**config.mk**
```make
export PLATFORM = sky130hd
export DESIGN_NAME = tepc_timer
export DESIGN_NICKNAME = d
export VERILOG_FILES = /design/src/include/tepc_pkg.sv /design/src/hdl/tepc_edge.sv /design/src/hdl/tepc_timer.sv
export SDC_FILE = /design/constraint.sdc
export NUM_CORES = 1
export LEC_CHECK = 0
export ABC_AREA = 0
export ABC_CLOCK_PERIOD_IN_PS = 4200
export BUFFER_PORTS_ARGS = -buffer_cell sky130_fd_sc_hd__buf_2
export CAP_MARGIN = 20
export CORE_UTILIZATION = 55
export DETAILED_ROUTE_END_ITERATION = 12
export GPL_TIMING_DRIVEN = 0
export PLACE_DENSITY = 0.83
export SLEW_MARGIN = 30
export SYNTH_ARGS = -nofsm -noshare
export SYNTH_HDL_FRONTEND = slang
export SYNTH_SLANG_ARGS = --single-unit
```
**constraint.sdc**
```tcl
create_clock -name clk_i -period 4.2 [get_ports clk_i]
set_input_delay 0.21 -clock clk_i [delete_from_list [all_inputs] [get_ports clk_i]]
set_output_delay 0.21 -clock clk_i [all_outputs]
set_load 0.1 [all_outputs]
```
**src/include/tepc_pkg.sv**
```systemverilog
// Shared constants, modes, states and carriers of the timer enable and polarity control.
`default_nettype none

package tepc_pkg;

  // Default counter width of the timer.
  localparam int TEPC_CNT_W = 16;

  // Count value held after reset.
  localparam logic [TEPC_CNT_W-1:0] TEPC_CNT_RST   = 16'h0000;
  // Count value loaded on every reload.
  localparam logic [TEPC_CNT_W-1:0] TEPC_CNT_START = 16'h0001;

  // Operating modes of the timer as seen on the mode port.
  typedef enum logic [2:0] {
    TEPC_M_ONESHOT = 3'h0,
    TEPC_M_CONT    = 3'h1,
    TEPC_M_COUNTER = 3'h2,
    TEPC_M_PWM     = 3'h3,
    TEPC_M_CAPTURE = 3'h4,
    TEPC_M_COMPARE = 3'h5,
    TEPC_M_GATED   = 3'h6,
    TEPC_M_CAPCMP  = 3'h7
  } tepc_mode_e;

  // Run states of the timer, one-hot.
  typedef enum logic [3:0] {
    TEPC_ST_STOPPED = 4'h1,
    TEPC_ST_WAITING = 4'h2,
    TEPC_ST_RUNNING = 4'h4,
    TEPC_ST_DONE    = 4'h8
  } tepc_fsm_e;

  // Software control bits of the timer.
  typedef struct packed {
    logic       count_enable_bit;
    logic       io_polarity_bit;
    tepc_mode_e mode;
  } tepc_cfg_s;

  // State of the input edge detector.
  typedef struct packed {
    logic prev;
    logic primed;
  } tepc_edge_s;

  // Edge and level events derived from the timer input.
  typedef struct packed {
    logic rise;
    logic fall;
    logic sel;
    logic gate_on;
    logic gate_end;
  } tepc_edges_s;

endpackage : tepc_pkg

`default_nettype wire

```
**src/hdl/tepc_edge.sv**
```systemverilog
// Edge and gate event detector on the timer input pin.
`default_nettype none

module tepc_edge
  import tepc_pkg::*;
(
  // Clock and reset.
  input  wire logic  clk_i,
  input  wire logic  rst_i,
  // Timer input pin and polarity.
  input  wire logic  in_i,
  input  wire logic  pol_i,
  // Derived events.
  output var tepc_edges_s edges_o
);

  tepc_edge_s r;       // Registered state.
  tepc_edge_s next_r;  // Next state.

  // Remember the previous input level; primed blocks a false edge right after reset.
  always_comb begin
    next_r        = r;
    next_r.prev   = in_i;
    next_r.primed = 1'b1;
  end

  // Register the state.
  always_ff @(posedge clk_i or posedge rst_i) begin
    if (rst_i) begin
      r <= '0;
    end else begin
      r <= next_r;
    end
  end

  // Rising and falling edges, plus the edge and gate level chosen by polarity.
  always_comb begin
    edges_o.rise     = r.primed & in_i & ~r.prev;
    edges_o.fall     = r.primed & ~in_i & r.prev;
    // Polarity 0 selects the rising edge, polarity 1 the falling edge.
    edges_o.sel      = pol_i ? edges_o.fall : edges_o.rise;
    // Gate is open while the input is high for polarity 0, low for polarity 1.
    edges_o.gate_on  = in_i ^ pol_i;
    // Gate closes on the edge that leaves the active level.
    edges_o.gate_end = pol_i ? edges_o.rise : edges_o.fall;
  end

endmodule : tepc_edge

`default_nettype wire

```
**src/hdl/tepc_timer.sv**
```systemverilog
// Timer core with count enable and input/output polarity handling per mode.
`default_nettype none

module tepc_timer
  import tepc_pkg::*;
#(
  parameter int CNT_W = TEPC_CNT_W  // Counter width.
) (
  // Clock and reset.
  input  wire logic             clk_i,
  input  wire logic             rst_i,
  // Software control.
  input  wire tepc_cfg_s        cfg_i,
  input  wire logic [CNT_W-1:0] reload_i,
  input  wire logic [CNT_W-1:0] match_i,
  input  wire logic             out_alt_en_i,
  // Timer input pin.
  input  wire logic             timer_input_i,
  // Status.
  output logic      [CNT_W-1:0] count_o,
  output logic      [CNT_W-1:0] capture_o,
  output logic                  capture_valid_o,
  output logic                  interrupt_o,
  // Timer output pin.
  output logic                  timer_output_pin_o,
  output logic                  timer_output_oe_o
);

  // Refuse counter widths that the logic cannot serve.
  if (CNT_W < 2 || CNT_W > 32) begin : g_bad_width
    $error("CNT_W must lie between 2 and 32");
  end

  // Whole state of the timer.
  typedef struct packed {
    tepc_fsm_e        fsm;    // Run state.
    logic [CNT_W-1:0] count;  // Running count.
    logic [CNT_W-1:0] cap;    // Last captured count.
    logic             cap_v;  // Capture pulse.
    logic             irq;    // Interrupt pulse.
    logic             pin;    // Timer output level.
    logic             alt_q;  // Output function enable, one cycle late.
  } tepc_state_s;

  tepc_state_s r;          // Registered state.
  tepc_state_s next_r;     // Next state.
  tepc_edges_s edg;        // Input events.
  logic        en;         // Count enable bit.
  logic        pol;        // Polarity bit.
  tepc_mode_e  mode;       // Current mode.
  logic        run;        // Enabled and in the running state.
  logic        tick;       // Count advances this cycle.
  logic        reload_ev;  // Count reaches the reload value.
  logic        match_ev;   // PWM count match.
  logic        cap_ev;     // Capture edge in a capturing mode.
  logic        tog_mode;   // Mode whose output toggles on reload.

  assign en   = cfg_i.count_enable_bit;
  assign pol  = cfg_i.io_polarity_bit;
  assign mode = cfg_i.mode;

  // Input edge detector shared by all modes.
  tepc_edge i_tepc_edge (
    .clk_i   (clk_i),
    .rst_i   (rst_i),
    .in_i    (timer_input_i),
    .pol_i   (pol),
    .edges_o (edg)
  );

  // The counter only runs while enabled in the running state.
  assign run = en & (r.fsm == TEPC_ST_RUNNING);

  // Decide when the count advances in each mode.
  always_comb begin
    unique case (mode)
      // Counting on the input edge chosen by polarity.
      TEPC_M_COUNTER: tick = run & edg.sel;
      // Counting while the input sits at its active level.
      TEPC_M_GATED: tick = run & edg.gate_on;
      // All other modes count every clock while running.
      TEPC_M_ONESHOT, TEPC_M_CONT, TEPC_M_PWM, TEPC_M_CAPTURE,
      TEPC_M_COMPARE, TEPC_M_CAPCMP: tick = run;
    endcase
  end

  assign reload_ev = tick & (r.count == reload_i);
  assign match_ev  = tick & (mode == TEPC_M_PWM) & (r.count == match_i);
  assign cap_ev    = run & edg.sel & ((mode == TEPC_M_CAPTURE) | (mode == TEPC_M_CAPCMP));
  assign tog_mode  = (mode == TEPC_M_ONESHOT) | (mode == TEPC_M_CONT) |
                     (mode == TEPC_M_COUNTER) | (mode == TEPC_M_COMPARE);

  // Next state: run control, count, capture, interrupt and output pin.
  always_comb begin
    next_r       = r;
    next_r.cap_v = 1'b0;
    next_r.irq   = 1'b0;
    next_r.alt_q = out_alt_en_i;
    // Run control.
    unique case (r.fsm)
      // Enabling starts the count; capture/compare first waits for an edge.
      TEPC_ST_STOPPED: begin
        if (en) begin
          next_r.fsm = (mode == TEPC_M_CAPCMP) ? TEPC_ST_WAITING : TEPC_ST_RUNNING;
        end
      end
      // The first selected edge starts counting.
      TEPC_ST_WAITING: begin
        if (!en) begin
          next_r.fsm = TEPC_ST_STOPPED;
        end else if (edg.sel) begin
          next_r.fsm = TEPC_ST_RUNNING;
        end
      end
      // One-shot stops after its reload.
      TEPC_ST_RUNNING: begin
        if (!en) begin
          next_r.fsm = TEPC_ST_STOPPED;
        end else if (reload_ev && mode == TEPC_M_ONESHOT) begin
          next_r.fsm = TEPC_ST_DONE;
        end
      end
      // A finished one-shot waits to be disabled.
      TEPC_ST_DONE: begin
        if (!en) begin
          next_r.fsm = TEPC_ST_STOPPED;
        end
      end
      // Illegal codes fall back to stopped.
      default: next_r.fsm = TEPC_ST_STOPPED;
    endcase
    // Count advances or reloads; otherwise it holds.
    if (tick) begin
      next_r.count = reload_ev ? CNT_W'(TEPC_CNT_START) : CNT_W'(r.count + 1'b1);
    end
    // Capture the running count on the selected edge.
    if (cap_ev) begin
      next_r.cap   = r.count;
      next_r.cap_v = 1'b1;
    end
    // Interrupt source per mode.
    unique case (mode)
      TEPC_M_GATED: next_r.irq = run & edg.gate_end;
      TEPC_M_CAPTURE, TEPC_M_CAPCMP: next_r.irq = cap_ev;
      TEPC_M_ONESHOT, TEPC_M_CONT, TEPC_M_COUNTER, TEPC_M_PWM,
      TEPC_M_COMPARE: next_r.irq = reload_ev;
    endcase
    // Output pin; while running it moves only on reload or match events or when the output function turns on.
    if (out_alt_en_i && !r.alt_q) begin
      next_r.pin = pol;
    end else if (!en && (tog_mode || mode == TEPC_M_PWM)) begin
      next_r.pin = pol;
    end else if (reload_ev && mode == TEPC_M_PWM) begin
      next_r.pin = pol;
    end else if (match_ev) begin
      next_r.pin = ~pol;
    end else if (reload_ev && tog_mode) begin
      next_r.pin = ~r.pin;
    end
  end

  // Register the state.
  always_ff @(posedge clk_i or posedge rst_i) begin
    if (rst_i) begin
      r       <= '0;
      r.fsm   <= TEPC_ST_STOPPED;
      r.count <= CNT_W'(TEPC_CNT_RST);
    end else begin
      r <= next_r;
    end
  end

  // Outputs; the pin drives whenever the output function is on.
  assign count_o            = r.count;
  assign capture_o          = r.cap;
  assign capture_valid_o    = r.cap_v;
  assign interrupt_o        = r.irq;
  assign timer_output_pin_o = r.pin;
  assign timer_output_oe_o  = out_alt_en_i;
endmodule : tepc_timer

`default_nettype wire

```
==> reports/metrics.csv <==
stage;metric;value;unit
placed_design;dpl cell area;0.00321;mm²
placed_design;pre-CTS WS;1.49;ns
clock_network;worst-skew pair later-pin latency;0.30;ns
clock_network;clk buf depth;2;
sta;relative slew slack;43.2;%
sta;RSZ-0062 raised after global routing;no;
sta;final period utilization;61.6;%
worst_setup_path;critical path, cell by cell;nand2b_4 > or4b_4 > buf_6 > or2_4 > nor3_4 > buf_12 > mux2_4;
synth;register bit count reported by yosys;42;
worst_setup_path;slowest CP cell;or4b_4;
clock_network;CTS root buffer;clkbuf_8;
synth;sequential area share after synthesis;38.5;%
synth;number of synthesized flops with an enable pin;0;
final_layout;area grow syn2layout;22.0;%
sta;fin crit period;2.59;ns
floorplanning;Starting Density;57.5;%
sta;Min Hold Slack;0.0423;ns
synth;Avg Synthesized Cell Area;10.0;µm²
placed_design;placed cell count;416;
sta;Worst-Margin Slew;0.846;ns
pwr;Lkg Pwr;1.72;nW
worst_setup_path;CP max stage delay;0.51;ns
min_path;Hold Path Class;in2reg;
sta;final setup vio count;0;
status;status;complete, no violations;
clock_network;count of cells resized by post-cts repair;0;
detailed_routing;Vias per Instance;5.08;
worst_setup_path;WP buf/inv;2;
placed_design;Routability Congestion;0.891;
floorplanning;core area;0.00475;mm²
floorplanning;FP Rows;25;
job;max-cap violations;0;
worst_setup_path;crit path kind;reg2reg;
clock_network;CTS buffer count;5;
clock_network;CTS tree;yes;
final_layout;fin util;70.2;%
floorplanning;Die W;72.5;µm
sta;Worst Clk Skew;0.00510;ns
pwr;total power;1.34;mW
detailed_routing;total number of vias;2160;
worst_setup_path;Worst path top cell family by delay;simple AND/OR/NAND/NOR gates;
final_layout;proportion of layout cells with a drive suffix above 1;41.1;%
floorplanning;die height;72.5;µm
floorplanning;I/O Pins;77;
clock_network;clock sink total;42;
detailed_routing;WL/cell;13.8;µm
global_route;All-Layer GR Usage;24.2;%
worst_setup_path;Crit. End Element;register;
worst_setup_path;WP data required;4.38;ns
detailed_routing;Routed Antenna Nets;0;
floorplanning;total die area;0.00526;mm²
detailed_routing;Routed WL;5860;µm
final_layout;fin area;0.00334;mm²
sta;setup_tns;0;ns
final_layout;Nets;399;
worst_setup_path;Worst Path Max Fanout;10;
final_layout;n_diodes;0;
synth;Main synth FF type;dfrtp_1;
synth;Yosys Warn Count;0;
clock_network;clk slew on worst S/H paths;0.08;ns
synth;ys async rst share;100;%
global_route;vias in the first global route;2069;
global_route;initial antenna violation count;0;
detailed_routing;drt pass-1 iters;4;
final_layout;fin cells;425;
global_route;first-pass GRT wire length;9580;µm
sta;Hold Fails Final Rpt;0;
sta;worst setup slack after layout;1.61;ns
pwr;maximum vdd drop;0.243;mV
synth;Post-Synthesis Cells;273;
detailed_routing;initial drt markers;130;
global_route;gr ovfl total;0;
worst_setup_path;CP startpoint kind;register;
final_layout;fill cell count;386;
pwr;Pwr Density;402;mW/mm²
worst_setup_path;Crit path arrival time;2.77;ns
sta;Fmax;387;MHz
synth;synthesized area;0.00273;mm²
synth;library cells used by synthesis;50;
synth;Mapped Nets;315;
sta;Final Max Tran Viols;0;
placed_design;PortBufs;75;
global_route;largest net degree at the start of global routing;27;
placed_design;dpl hpwl;4440;µm
clock_network;H-tree levels;2;
detailed_routing;DRC;0;
-- cell usage after synthesis (all sizes together) (2+ instances only) --
library cell | n | area, µm²
dfrtp | 41 | 1030
buf | 36 | 284
xor2 | 27 | 236
nand2 | 19 | 71.3
xnor2 | 18 | 158
mux2 | 16 | 210
nor2 | 13 | 48.8
clkbuf | 12 | 47.6
a21oi | 9 | 45.0
o21ai | 8 | 40.0
inv | 7 | 26.3
nor3 | 7 | 46.3
nor4 | 7 | 43.8
nand3 | 6 | 30.0
nand4 | 6 | 37.5
and3 | 4 | 25.0
nor2b | 4 | 25.0
nand2b | 3 | 26.3
or2 | 3 | 21.3
a2111oi | 2 | 55.1
a22o | 2 | 17.5
a32o | 2 | 20.0
and2 | 2 | 12.5
and4 | 2 | 17.5
or3 | 2 | 12.5
-- state kept, by name (all words and copies together), names as in the netlist --
| register | cells |
|---|---|
| count_o | 16 |
| capture_o | 16 |
| interrupt_o | 1 |
| r | 5 |
| i_tepc_edge.r | 2 |
| capture_valid_o | 1 |
| timer_output_pin_o | 1 |
-- layout by cell type, fill, tap and decap left out, types with 2 or more instances in the layout --
master	n
buf_2	76
dfrtp_1	41
buf_4	33
xor2_1	27
nand2_1	19
xnor2_1	18
nor2_1	13
clkbuf_1	12
a21oi_1	9
mux2_4	8
mux2_2	8
o21ai_0	7
inv_1	6
nand4_1	6
nand3_1	6
nor3_1	6
nor4_1	6
clkbuf_8	5
nor2b_1	4
and3_1	4
clkbuf_2	2
buf_12	2
a22o_1	2
a2111oi_4	2
or2_2	2
and4_1	2
nand2b_1	2
a32o_1	2
or3_1	2
-- cells by family after synthesis --
logic type | count (synthesis) | share of synthesized area (%)
AND/OR/NAND/NOR | 82 | 16.7
buffers and inverters | 55 | 13.1
XOR/XNOR | 45 | 14.4
flip-flops | 42 | 38.5
AO/OA/AOI/OAI | 30 | 8.65
multiplexers | 17 | 8.06
adder cells (fa/ha/maj) | 1 | 0.458
other | 1 | 0.137
-- power breakdown --
group / switching, mW / internal, mW / leakage, nW / total, mW
Combinational: 0.362 / 0.169 / 1.10 / 0.532
Clock: 0.141 / 0.178 / 0.0524 / 0.319
Sequential: 0.0447 / 0.445 / 0.566 / 0.490
Total: 0.548 / 0.792 / 1.72 / 1.34
-- worst paths after layout --
path | slack (ns) | depth (start not counted) | to | from
max | 1.61 | 7 | capture_o[14]$_DFFE_PP0P_ | r[39]$_DFFE_PP0P_
min | 0.04 | 1 | r[0]$_DFF_PP0_ | out_alt_en_i
max reg2reg | 1.61 | 7 | capture_o[14]$_DFFE_PP0P_ | r[39]$_DFFE_PP0P_
min reg2reg | 0.51 | 1 | capture_o[7]$_DFFE_PP0P_ | capture_o[7]$_DFFE_PP0P_
max in group asynchronous | 3.25 | 4 | r[36]$_DFFE_PP1P_ | rst_i
min in group asynchronous | 0.43 | 3 | capture_o[2]$_DFFE_PP0P_ | rst_i
-- layer usage --
layer	up-vias	global-route usage (%)	wire (µm)
li1	1064	-	-
met1	1019	32.3	2630
met2	70	40.3	2840
met3	7	4.58	319
met4	0	6.54	67
met5	-	0	0
-- repair_timing --
item                      4_1_cts  5_1_grt
hold endpoints to repair       16        0
hold buffers                    1        0
setup buffers                   0        0
-- area by class of cell --
| type | count | area (µm²) | share of cell area [%] |
|---|---|---|---|
| well taps | 67 | 83.8 | 2.51 |
| clock buffers | 7 | 76.3 | 2.29 |
| clock inverters | 1 | 30.0 | 0.900 |
| flip-flops and latches | 42 | 1050 | 31.5 |
| plain buffers | 48 | 332 | 9.94 |
| inverters | 7 | 26.3 | 0.788 |
| multi-input cells | 176 | 1330 | 39.9 |
| repair buffers | 77 | 405 | 12.2 |
No activity file was read; power rests on OpenSTA's default activity.
